### config.mk
export PLATFORM = sky130hd
export DESIGN_NAME = mea_sampler
export DESIGN_NICKNAME = d
export VERILOG_FILES = /design/src/logic/mea_pkg.sv /design/src/logic/mea_branch_trace.sv /design/src/logic/mea_sampler.sv
export SDC_FILE = /design/constraint.sdc
export NUM_CORES = 2
export LEC_CHECK = 0
export BUFFER_PORTS_ARGS = -buffer_cell sky130_fd_sc_hd__clkbuf_2
export CAP_MARGIN = 20
export CORE_AREA = 2 2 623 625
export CTS_CLUSTER_SIZE = 24
export DETAILED_ROUTE_END_ITERATION = 8
export DIE_AREA = 0 0 625 627
export PLACE_DENSITY = 0.32
export SLEW_MARGIN = 20
export SYNTH_ARGS = -nofsm -noshare
export SYNTH_HDL_FRONTEND = slang
export SYNTH_HIERARCHICAL = 1
export SYNTH_SLANG_ARGS = --single-unit
### constraint.sdc
create_clock -name clock -period 2.2 [get_ports clock]
set_input_delay 0.66 -clock clock [delete_from_list [all_inputs] [get_ports clock]]
set_output_delay 0.66 -clock clock [all_outputs]
set_load 0.02 [all_outputs]
### src/logic/mea_pkg.sv
// package: shared widths, encodings and capture record types for the sampler
package mea_pkg;
  localparam int ADDR_W = 64;
  localparam int LAT_W = 16;
  localparam int CNT_W = 32;
  localparam int BTB_DEPTH = 4;
  localparam logic [LAT_W-1:0] LAT_ZERO = 16'h0000;
  localparam logic [LAT_W-1:0] LAT_ONE = 16'h0001;
  localparam logic [CNT_W-1:0] CNT_ONE = 32'h00000001;
  localparam logic [ADDR_W-1:0] ADDR_ZERO = 64'h0000000000000000;

  // who serviced an instruction translation miss
  typedef enum logic {MEA_IT_WALKER, MEA_IT_SOFTWARE} mea_itsrc_t;
  // who serviced a data translation miss
  typedef enum logic [1:0] {MEA_DT_SECOND_LEVEL, MEA_DT_WALKER,
                            MEA_DT_SOFTWARE} mea_dtsrc_t;
  // misprediction reason of a branch
  typedef enum logic [1:0] {MEA_BR_NONE, MEA_BR_DIRECTION, MEA_BR_TARGET,
                            MEA_BR_OTHER} mea_brwhy_t;

  typedef struct packed {
    logic valid;
    logic [ADDR_W-1:0] iaddr;
    logic [LAT_W-1:0] latency;
  } mea_icap_t;

  typedef struct packed {
    logic valid;
    logic [ADDR_W-1:0] iaddr;
    mea_itsrc_t src;
  } mea_itcap_t;

  typedef struct packed {
    logic valid;
    logic [ADDR_W-1:0] iaddr;
    logic [ADDR_W-1:0] daddr;
    logic [LAT_W-1:0] latency;
  } mea_dcap_t;

  typedef struct packed {
    logic valid;
    logic [ADDR_W-1:0] iaddr;
    logic [ADDR_W-1:0] daddr;
    mea_dtsrc_t src;
  } mea_dtcap_t;

  typedef struct packed {
    logic [ADDR_W-1:0] baddr;
    logic [ADDR_W-1:0] taddr;
    logic mispredicted;
    mea_brwhy_t reason;
  } mea_brent_t;
endpackage

### src/logic/mea_branch_trace.sv
// file: circular four-entry branch trace buffer
`timescale 1ns/100ps
module mea_branch_trace #(
  parameter int DEPTH = mea_pkg::BTB_DEPTH
) (
  input wire logic clock, // core clock
  input wire logic sys_rst, // synchronous reset, active high
  input wire logic br_valid, // one branch outcome this cycle
  input wire mea_pkg::mea_brent_t br_entry, // outcome to record
  input wire logic freeze, // capture suspended
  output mea_pkg::mea_brent_t entries [DEPTH], // stored entries, by slot
  output logic [$clog2(DEPTH)-1:0] wr_ptr // slot written next (oldest)
);
  import mea_pkg::*;

  localparam int PW = $clog2(DEPTH);
  localparam logic [PW-1:0] PTR_LAST = PW'(DEPTH - 1);
  localparam logic [PW-1:0] PTR_ZERO = '0;

  mea_brent_t mem_reg [DEPTH];
  logic [PW-1:0] ptr_reg;
  logic [PW-1:0] ptr_next;
  logic wr_en;

  // =====================================================================
  // write pointer
  // pointer wraps so the newest outcome overwrites the oldest
  always_comb
  begin
    wr_en = br_valid && !freeze;
    ptr_next = ptr_reg;
    if (wr_en)
    begin
      ptr_next = (ptr_reg == PTR_LAST) ? PTR_ZERO : ptr_reg + 1'b1;
    end
  end

  always_ff @(posedge clock)
  begin
    if (sys_rst)
    begin
      ptr_reg <= PTR_ZERO;
    end
    else
    begin
      ptr_reg <= ptr_next;
    end
  end

  // entry storage: address, target, mispredict and reason
  always_ff @(posedge clock)
  begin
    if (sys_rst)
    begin
      for (int i = 0; i < DEPTH; i++)
      begin
        mem_reg[i] <= '0;
      end
    end
    else if (wr_en)
    begin
      mem_reg[ptr_reg] <= br_entry;
    end
  end

  assign entries = mem_reg;
  assign wr_ptr = ptr_reg;

  AST_BTB_WRAP: assert property (
    @(posedge clock) disable iff (sys_rst)
    (wr_en && ptr_reg == PTR_LAST) |=> ptr_reg == PTR_ZERO)
    else $error("branch trace pointer did not wrap");
  AST_BTB_STORE: assert property (
    @(posedge clock) disable iff (sys_rst)
    wr_en |=> mem_reg[$past(ptr_reg)] == $past(br_entry))
    else $error("branch entry not stored");
  AST_BTB_FREEZE: assert property (
    @(posedge clock) disable iff (sys_rst)
    freeze |=> $stable(ptr_reg))
    else $error("branch trace moved while frozen");
endmodule

### src/logic/mea_sampler.sv
// file: top of the miss event address sampler
`timescale 1ns/100ps
// How it works
// - icache capture fires on demand fetch misses only, never prefetches
// - instruction cache capture stores fetch address and cycles in flight
// - instruction translation capture fires only on demand fetch misses
// - instruction translation capture stores address and servicing agent
// - data cache capture fires only on load misses, never stores
// - data cache capture stores both addresses and load latency
// - data translation capture takes any data miss and both its addresses
// - data translation capture stores servicing source among three agents
// - branch trace buffer keeps the four most recent branches
// - branch entry holds address, target, mispredict status and reason
// - data cache capture keeps overwriting with each new load miss
// - counter raises interrupt when it overflows after the chosen count
// - overflow freezes capture until software reads the capture registers
// - each capture register shows a readable valid indication
// - overflow interrupt supports event-based program counter sampling
module mea_sampler #(
  parameter int DEPTH = mea_pkg::BTB_DEPTH
) (
  input wire logic clock, // core clock, 125 MHz
  input wire logic sys_rst, // synchronous reset, active high
  input wire logic ic_miss, // first-level icache fetch miss retired
  input wire logic ic_prefetch, // that miss came from a prefetch
  input wire logic [mea_pkg::ADDR_W-1:0] ic_iaddr, // fetch address
  input wire logic [mea_pkg::LAT_W-1:0] ic_latency, // fetch cycles in flight
  input wire logic it_miss, // instruction translation miss serviced
  input wire logic it_prefetch, // that miss came from a prefetch
  input wire logic [mea_pkg::ADDR_W-1:0] it_iaddr, // fetch address
  input wire mea_pkg::mea_itsrc_t it_src, // servicing agent
  input wire logic dc_miss, // first-level data cache miss done
  input wire logic dc_is_load, // that access was a load
  input wire logic [mea_pkg::ADDR_W-1:0] dc_iaddr, // instruction address
  input wire logic [mea_pkg::ADDR_W-1:0] dc_daddr, // data address
  input wire logic [mea_pkg::LAT_W-1:0] dc_latency, // load cycles in flight
  input wire logic dt_miss, // data translation miss serviced
  input wire logic [mea_pkg::ADDR_W-1:0] dt_iaddr, // instruction address
  input wire logic [mea_pkg::ADDR_W-1:0] dt_daddr, // data address
  input wire mea_pkg::mea_dtsrc_t dt_src, // servicing agent
  input wire logic br_valid, // branch outcome this cycle
  input wire mea_pkg::mea_brent_t br_entry, // branch outcome
  input wire logic cnt_event, // counted event occurred
  input wire logic cnt_write, // software rewrites the counter
  input wire logic [mea_pkg::CNT_W-1:0] cnt_wdata, // preload value
  input wire logic cap_read, // software read the capture registers
  output mea_pkg::mea_icap_t ic_cap, // instruction cache capture
  output mea_pkg::mea_itcap_t it_cap, // instruction translation capture
  output mea_pkg::mea_dcap_t dc_cap, // data cache capture
  output mea_pkg::mea_dtcap_t dt_cap, // data translation capture
  output mea_pkg::mea_brent_t br_entries [DEPTH], // branch trace slots
  output logic [$clog2(DEPTH)-1:0] br_wr_ptr, // next slot, the oldest
  output logic [mea_pkg::CNT_W-1:0] cnt_value, // counter value
  output logic frozen, // capture suspended after overflow
  output logic ovf_irq // overflow interrupt, level until read
);
  import mea_pkg::*;

  // =====================================================================
  // state
  mea_icap_t ic_reg, ic_next;
  mea_itcap_t it_reg, it_next;
  mea_dcap_t dc_reg, dc_next;
  mea_dtcap_t dt_reg, dt_next;
  logic [CNT_W-1:0] cnt_reg, cnt_next;
  logic frz_reg, frz_next;
  logic irq_reg, irq_next;
  logic ovf;
  logic ic_take, it_take, dc_take, dt_take;

  // =====================================================================
  // qualification of capture triggers
  always_comb
  begin
    ic_take = ic_miss && !ic_prefetch && !frz_reg;
    it_take = it_miss && !it_prefetch && !frz_reg;
    dc_take = dc_miss && dc_is_load && !frz_reg;
    dt_take = dt_miss && !frz_reg;
  end

  // capture registers; a later miss simply overwrites the earlier one
  always_comb
  begin
    ic_next = ic_reg;
    it_next = it_reg;
    dc_next = dc_reg;
    dt_next = dt_reg;
    if (ic_take)
    begin
      ic_next = '{valid: 1'b1, iaddr: ic_iaddr,
                  latency: ic_latency};
    end
    if (it_take)
    begin
      it_next = '{valid: 1'b1, iaddr: it_iaddr, src: it_src};
    end
    if (dc_take)
    begin
      dc_next = '{valid: 1'b1, iaddr: dc_iaddr, daddr: dc_daddr,
                  latency: dc_latency};
    end
    if (dt_take)
    begin
      dt_next = '{valid: 1'b1, iaddr: dt_iaddr, daddr: dt_daddr,
                  src: dt_src};
    end
  end

  // =====================================================================
  // event counter, freeze and interrupt
  // a rewrite while an event arrives takes the rewrite: software owns it
  always_comb
  begin
    ovf = 1'b0;
    cnt_next = cnt_reg;
    if (cnt_write)
    begin
      cnt_next = cnt_wdata;
    end
    else if (cnt_event && !frz_reg)
    begin
      cnt_next = cnt_reg + CNT_ONE;
      ovf = (cnt_reg == '1);
    end
    // overflow sets and wins over a read in the same cycle
    frz_next = ovf ? 1'b1 : (cap_read ? 1'b0 : frz_reg);
    irq_next = ovf ? 1'b1 : (cap_read ? 1'b0 : irq_reg);
  end

  always_ff @(posedge clock)
  begin
    if (sys_rst)
    begin
      ic_reg <= '0;
      it_reg <= '0;
      dc_reg <= '0;
      dt_reg <= '0;
      cnt_reg <= '0;
      frz_reg <= 1'b0;
      irq_reg <= 1'b0;
    end
    else
    begin
      ic_reg <= ic_next;
      it_reg <= it_next;
      dc_reg <= dc_next;
      dt_reg <= dt_next;
      cnt_reg <= cnt_next;
      frz_reg <= frz_next;
      irq_reg <= irq_next;
    end
  end

  // =====================================================================
  // branch trace, stalled by the same freeze
  mea_branch_trace #(.DEPTH(DEPTH)) u_btb (
    .clock(clock),
    .sys_rst(sys_rst),
    .br_valid(br_valid),
    .br_entry(br_entry),
    .freeze(frz_reg),
    .entries(br_entries),
    .wr_ptr(br_wr_ptr)
  );

  assign ic_cap = ic_reg; // valid bit readable
  assign it_cap = it_reg;
  assign dc_cap = dc_reg;
  assign dt_cap = dt_reg;
  assign cnt_value = cnt_reg;
  assign frozen = frz_reg;
  assign ovf_irq = irq_reg;

  // =====================================================================
  // checks; each capture is checked for value and for staying put otherwise, the data cache one only on store misses
  AST_IC_PREFETCH: assert property (
    @(posedge clock) disable iff (sys_rst)
    (ic_prefetch || !ic_miss) |=> $stable(ic_reg))
    else $error("icache capture changed without demand miss");
  AST_IC_DATA: assert property (
    @(posedge clock) disable iff (sys_rst)
    (ic_miss && !ic_prefetch && !frz_reg) |=>
      ic_reg.valid && ic_reg.iaddr == $past(ic_iaddr)
      && ic_reg.latency == $past(ic_latency))
    else $error("icache capture wrong");
  AST_IT_PREFETCH: assert property (
    @(posedge clock) disable iff (sys_rst)
    (it_prefetch || !it_miss) |=> $stable(it_reg))
    else $error("instruction translation capture changed without miss");
  AST_IT_DATA: assert property (
    @(posedge clock) disable iff (sys_rst)
    (it_miss && !it_prefetch && !frz_reg) |=>
      it_reg.valid && it_reg.iaddr == $past(it_iaddr)
      && it_reg.src == $past(it_src))
    else $error("instruction translation capture wrong");
  AST_DC_STORE: assert property (
    @(posedge clock) disable iff (sys_rst)
    (dc_miss && !dc_is_load) |=> $stable(dc_reg))
    else $error("store miss altered data cache capture");
  AST_DC_DATA: assert property (
    @(posedge clock) disable iff (sys_rst)
    (dc_miss && dc_is_load && !frz_reg) |=>
      dc_reg.valid && dc_reg.daddr == $past(dc_daddr)
      && dc_reg.iaddr == $past(dc_iaddr)
      && dc_reg.latency == $past(dc_latency))
    else $error("dcache capture wrong");
  AST_DT_IDLE: assert property (
    @(posedge clock) disable iff (sys_rst)
    (!dt_miss || frz_reg) |=> $stable(dt_reg))
    else $error("data translation capture changed without miss");
  AST_DT_DATA: assert property (
    @(posedge clock) disable iff (sys_rst)
    (dt_miss && !frz_reg) |=> dt_reg.valid && dt_reg.src == $past(dt_src)
      && dt_reg.iaddr == $past(dt_iaddr)
      && dt_reg.daddr == $past(dt_daddr))
    else $error("data translation capture wrong");
  AST_OVF_IRQ: assert property (
    @(posedge clock) disable iff (sys_rst)
    (cnt_event && !cnt_write && !frz_reg && cnt_reg == '1) |=>
      ovf_irq && frozen && cnt_value == '0)
    else $error("overflow did not raise interrupt");
  AST_FREEZE_HOLD: assert property (
    @(posedge clock) disable iff (sys_rst)
    (frz_reg && !cap_read) |=> frz_reg && $stable(dc_reg)
      && $stable(ic_reg) && $stable(it_reg) && $stable(dt_reg))
    else $error("capture changed while frozen");
  // a frozen counter must not creep, or the next interval starts short
  AST_CNT_FROZEN: assert property (
    @(posedge clock) disable iff (sys_rst)
    (frz_reg && !cnt_write) |=> $stable(cnt_reg))
    else $error("counter moved while frozen");
  AST_READ_THAW: assert property (
    @(posedge clock) disable iff (sys_rst)
    (cap_read && !ovf) |=> !frozen && !ovf_irq)
    else $error("read did not resume capture");
endmodule

# Yosys cells after proc, flatten, opt, wreduce, memory -nomap -nowiden
# Index checks and enable logic that the tools add are counted.
# word_totals
register_bits	982
input_bits	595
# op_classes
reduce_logical	15
eq_ne	2
bitwise_logic	1
n_addsub	2
order_cmp	2
muxes	10
# ops
cell	count
524-bit bitwise mux	1
131-bit demux with 2-bit select	1
131-bit two-way mux	1
32-bit two-way mux	2
32-bit by 1-bit adder with 32-bit output (second input constant)	1
32-bit == test (second input constant)	1
1-bit logical AND	10
1-bit two-way mux	4
2-bit nonzero test	2
3-bit >= comparator (second input constant)	1
1-bit zero test	3
3-bit by 1-bit < comparator with 1-bit output (second input constant)	1
2-bit inverter with 3-bit output	1
2-bit by 1-bit adder with 2-bit output (second input constant)	1
2-bit == test (second input constant)	1
2-bit two-way mux	1

# Logic depth before layout (Yosys ltp)
# depth
depth_word	6
ltp_mapped	8
mapped_depth_nobuf	6

# Modules after synthesis
# Netlist, hierarchy kept.
# by_module_without_submodules
module	instances	area_each_um2	seq_area_each_um2	cells_per_inst
mea_branch_trace	1	18313.8	10530.1	2294
mea_sampler	1	16124.2	9128.8	2049

# Least setup slack after synthesis
# No wires, ideal clock.
# synth_path
path_type	register to register
startpoint	reg cnt_reg[0], in the netlist cnt_value[0]
endpoint	reg irq_reg, in the netlist ovf_irq
stages_incl_launch_ff	7
period_less_slack_ns	1.959
setup_ns	0.070
t_required_ns	2.130
setup_slack_ns	0.241
path_buffers	0
arrival_time_ns	1.889
path_cell_list	dfxtp_1 -> ha_1 -> nand4_1 -> nor3_4 -> nand2_1 -> or4b_1 -> a21oi_1
# synth_between
elab_chain_cells	4
word_cells_on_any_way	5
cone_classes	eq/ne: 1; mux: 3; reduce/logical: 1
# synth_rtl
item	line	rtl
start: declaration	mea_sampler.sv:65	logic [CNT_W-1:0] cnt_reg, cnt_next;
start signal: assignment	mea_sampler.sv:148	cnt_reg <= cnt_next;
32-bit == test *	mea_sampler.sv:123	ovf = (cnt_reg == '1);
1-bit two-way mux *	mea_sampler.sv:120	else if (cnt_event && !frz_reg)
1-bit two-way mux *	mea_sampler.sv:116	if (cnt_write)
1-bit two-way mux / 2-bit nonzero test (equally long branches)	n/a	
end signal: assignment	mea_sampler.sv:150	irq_reg <= irq_next;
end: declaration	mea_sampler.sv:67	logic irq_reg, irq_next;
# Mark *: on every way between the ends. The rest lies on a longest branch, timed or not.
# A chain may end at the register's enable or synchronous reset.

# Worst setup path after layout
# layout_path
startpoint	reg irq_reg, in the netlist ovf_irq
endpoint	out ovf_irq
# layout_rtl
item	line	rtl
end: declaration	mea_sampler.sv:55	output logic ovf_irq
# No word-level cell between the ends.

==> reports/qor.log <==
[detailed_routing] DRT Wirelength 219000 µm
[worst_hold_path] Min-Delay Path Class in2reg
[timing] count of pins over their slew limit 0
[global_route] via count of the first global-routing pass 36287
[logic_synthesis] synthesized-area fraction occupied by ao, oa, aoi and oai cells 0.144
[logic_synthesis] Synth Instances 4343
[finish] summed area of non-filler cells in the final layout 57700 µm²
[logic_synthesis] combinational family with the most area after synthesis simple AND/OR/NAND/NOR gates
[finish] fill cell count 44193
[cts] TritonCTS clock tree built
[detailed_routing] Detail Route Antenna Nets 0
[timing] Max Fclk 476 MHz
[placement] Area after DPL 49000 µm²
[logic_synthesis] top cells by area in the synthesized netlist dfxtp_1 (57%), nand2_1 (21%), a21oi_1 (14%), clkbuf_1 (2.2%), buf_6 (1.3%)
[critical_path] worst endpoint required time 1.54 ns
[critical_path] Crit path arrival time 1.44 ns
[timing] setup tns final 0 ns
[logic_synthesis] number of storage elements in the synthesis netlist 982
[logic_synthesis] xor and xnor area share after synthesis 0.00738
[logic_synthesis] mux cell area share after synthesis 0.00203
[timing] final count of negative-setup-slack endpoints 0
[timing] Worst Clk Skew 0.0333 ns
[finish] P&R area growth vs syn 67.4%
[logic_synthesis] area share of the largest cell type after synthesis 0.571
[finish] number of nets at the end of the flow 6839
[cts] CTS HTree Levels 4
[floorplanning] die outline area 392000 µm²
[critical_path] startpoint kind of the worst setup timing path flop
[timing] final period demand of the worst path 2.10 ns
[flow_run] max-cap violations 0
[cts] clock transition at the register clock pins on the worst setup and hold paths after CTS 0.06 ns
[global_route] maximum number of pins on one net before global-route repair 105
[cts] maximum clock path buffer count 4
[floorplanning] I/O Pins 1578
[timing] Final period util 0.954
[logic_synthesis] count of distinct cell types in the synthesized netlist 41
[floorplanning] total core area 385000 µm²
[detailed_routing] DR vias 36679
[critical_path] capturing element type of the critical path primary output
[detailed_routing] DRT iter0 DRCs 1526
[logic_synthesis] post-synthesis instance area 34400 µm²
[logic_synthesis] Synthesized Nets 4943
[cts] clock latency reported for the late side of the worst-skew pair 0.82 ns
[finish] share of final-layout standard cells stronger than drive strength 1 0.318
[logic_synthesis] simple-gate portion of the synthesized area 0.225
[logic_synthesis] cell taking the most area after synthesis dfxtp_1
[timing] final hold viol count 0
[timing] relative slew slack 0.605
[detailed_routing] detailed-route vias per instance 3.21
[timing] actual transition at the worst max-transition pin 0.593 ns
[placement] Detail Placement HPWL 171000 µm
[floorplanning] Die X-Extent 625 µm
[pwr] leakage power of the design 23.3 nW
[logic_synthesis] sequential-to-total area share from yosys stat 0.571
[logic_synthesis] number of warnings printed during yosys synthesis 6
[finish] most frequent cells in the layout nand2_1 (1901), clkbuf_2 (1508), a21oi_1 (952)
[critical_path] worst-case register-to-register setup slack 0.20 ns
[cts] cts bufs inserted 141
[detailed_routing] DRC violation count after routing 0
[cts] number of sinks handled by clock tree synthesis 982
[global_route] first-pass GRT wire length 292000 µm
[cts] master cell of the clock root buffer clkbuf_16
[pwr] maximum vdd ir drop 0.000461 V
[floorplanning] row count 228
[timing] unrepaired setup endpoints after global routing yes
[global_route] antenna violations before repair 47
[placement] GP Congestion 0.857
[finish] most common cell after layout, fill and taps aside nand2_1
[floorplanning] Die H 627 µm
[global_route] total routing usage reported by global routing 0.105
[global_route] grt ovf 0
[detailed_routing] Wirelength per Cell 19.1 µm
[pwr] P per Cell Area 840 nW/µm²
[logic_synthesis] area share of fa/ha/maj cells after synthesis 0.00182
[critical_path] Setup Crit Path Kind reg2out
[placement] Port-buffer cells 1577
[floorplanning] initial core utilization 0.0895
[logic_synthesis] average footprint of a synthesized cell 7.93 µm²
[critical_path] critical path fanouts, max 3
[status] run status complete, no violations
[detailed_routing] iteration count of the initial detailed-routing pass 5
[flip-flops by register name (all words and copies together), names as in the netlist]
signal,count
u_btb/wr_ptr,2
cnt_value,32
u_btb/entries,524
dt_cap,131
ovf_irq,1
dc_cap,145
ic_cap,81
it_cap,66
[final timing paths]
kind / from / endpoint / cells after the start
min: dt_iaddr[42] / dt_cap[108]$_SDFFE_PP0P_ / 3
max reg2reg: ovf_irq$_SDFFE_PP0P_ / u_btb/entries[161]$_SDFFE_PP0P_ / 6
max: ovf_irq$_SDFFE_PP0P_ / ovf_irq / 2
min reg2reg: ic_cap[32]$_SDFFE_PP0P_ / ic_cap[32]$_SDFFE_PP0P_ / 2
[area by class of cell]
cell class                      instances  area, µm²  share of cell area
Timing Repair Buffer                 2081      13800               0.239
Multi-Input combinational cell       3028      13200               0.228
Tap cell                             5060       6330               0.110
Antenna cell                           13       32.5            0.000564
Sequential cell                       982      19700               0.342
Clock inverter                         44        543             0.00942
Clock buffer                          199       4050              0.0702
Inverter                                5       18.8            0.000325
[Yosys cell counts, drive strengths merged]
cell type,number
o21bai,1
clkbuf,204
nor4,3
and4b,1
and4,4
nand4b,1
inv,4
o31ai,1
o21ai,1
buf,124
ha,5
a21oi,952
nand2,1903
mux2i,7
or4b,1
a211oi,21
nand3b,5
o21a,1
or2,1
xnor2,7
clkinv,1
nand4,12
and3b,4
a311oi,1
or4,1
dfxtp,982
and3,4
nand3,11
nand2b,2
nor3,3
nor2,46
nor2b,3
xor2,22
and2,4
[through the flow]
stage	total power, W	hold WS (ns)	util	worst slack [ns]	std cells
finish	0.0484	0.118	0.150	0.100	11412
global route	0.0508	0.0447	0.150	-0.0107	11405
CTS	0.0499	0.00192	0.150	-0.0464	11399
detailed placement	0.0252	0.445	0.127	-0.0511	10804
global placement	0.0251	0.442	0.127	-0.209	10804
floorplan	0.0220	0.533	-	0.241	4343
[layer usage]
metal / track usage / routed length, µm / vias up
met1: 0.105 / 76100 / 17228
met4: 0.0372 / 8330 / 8
met5: 0 / 50 / -
li1: - / - / 17833
met3: 0.0349 / 17500 / 302
met2: 0.202 / 116000 / 1308
[report_power, final]
| part | leakage (nW) | switching [W] | internal (W) |
|---|---|---|---|
| sequential | 8.03 | 0.000482 | 0.0186 |
| combinational | 13.0 | 0.00398 | 0.00219 |
| clock | 2.24 | 0.00949 | 0.0137 |
| total | 23.3 | 0.0140 | 0.0345 |
[what timing repair did]
action,4_1_cts,5_1_grt
buffers inserted,4,0
setup endpoints to repair,87,2
hold buffers,348,0
resized for setup,162,0
endpoints found under the hold margin,355,0
[worst max-delay path: stages, from the launching register on]
cell and delay, ns:
dfxtp_4 0.35, buf_12 0.14, clkbuf_8 0.15
[kinds of logic after synthesis]
| group | count (synthesis) |
|---|---|
| and+or+nand+nor | 2009 |
| DFF | 982 |
| AOI/OAI and AO/OA | 978 |
| buffers and inverters | 333 |
| xor gates and xnor gates | 29 |
| muxes | 7 |
| adders and majority gates | 5 |
No activity file was read; power rests on OpenSTA's default activity.
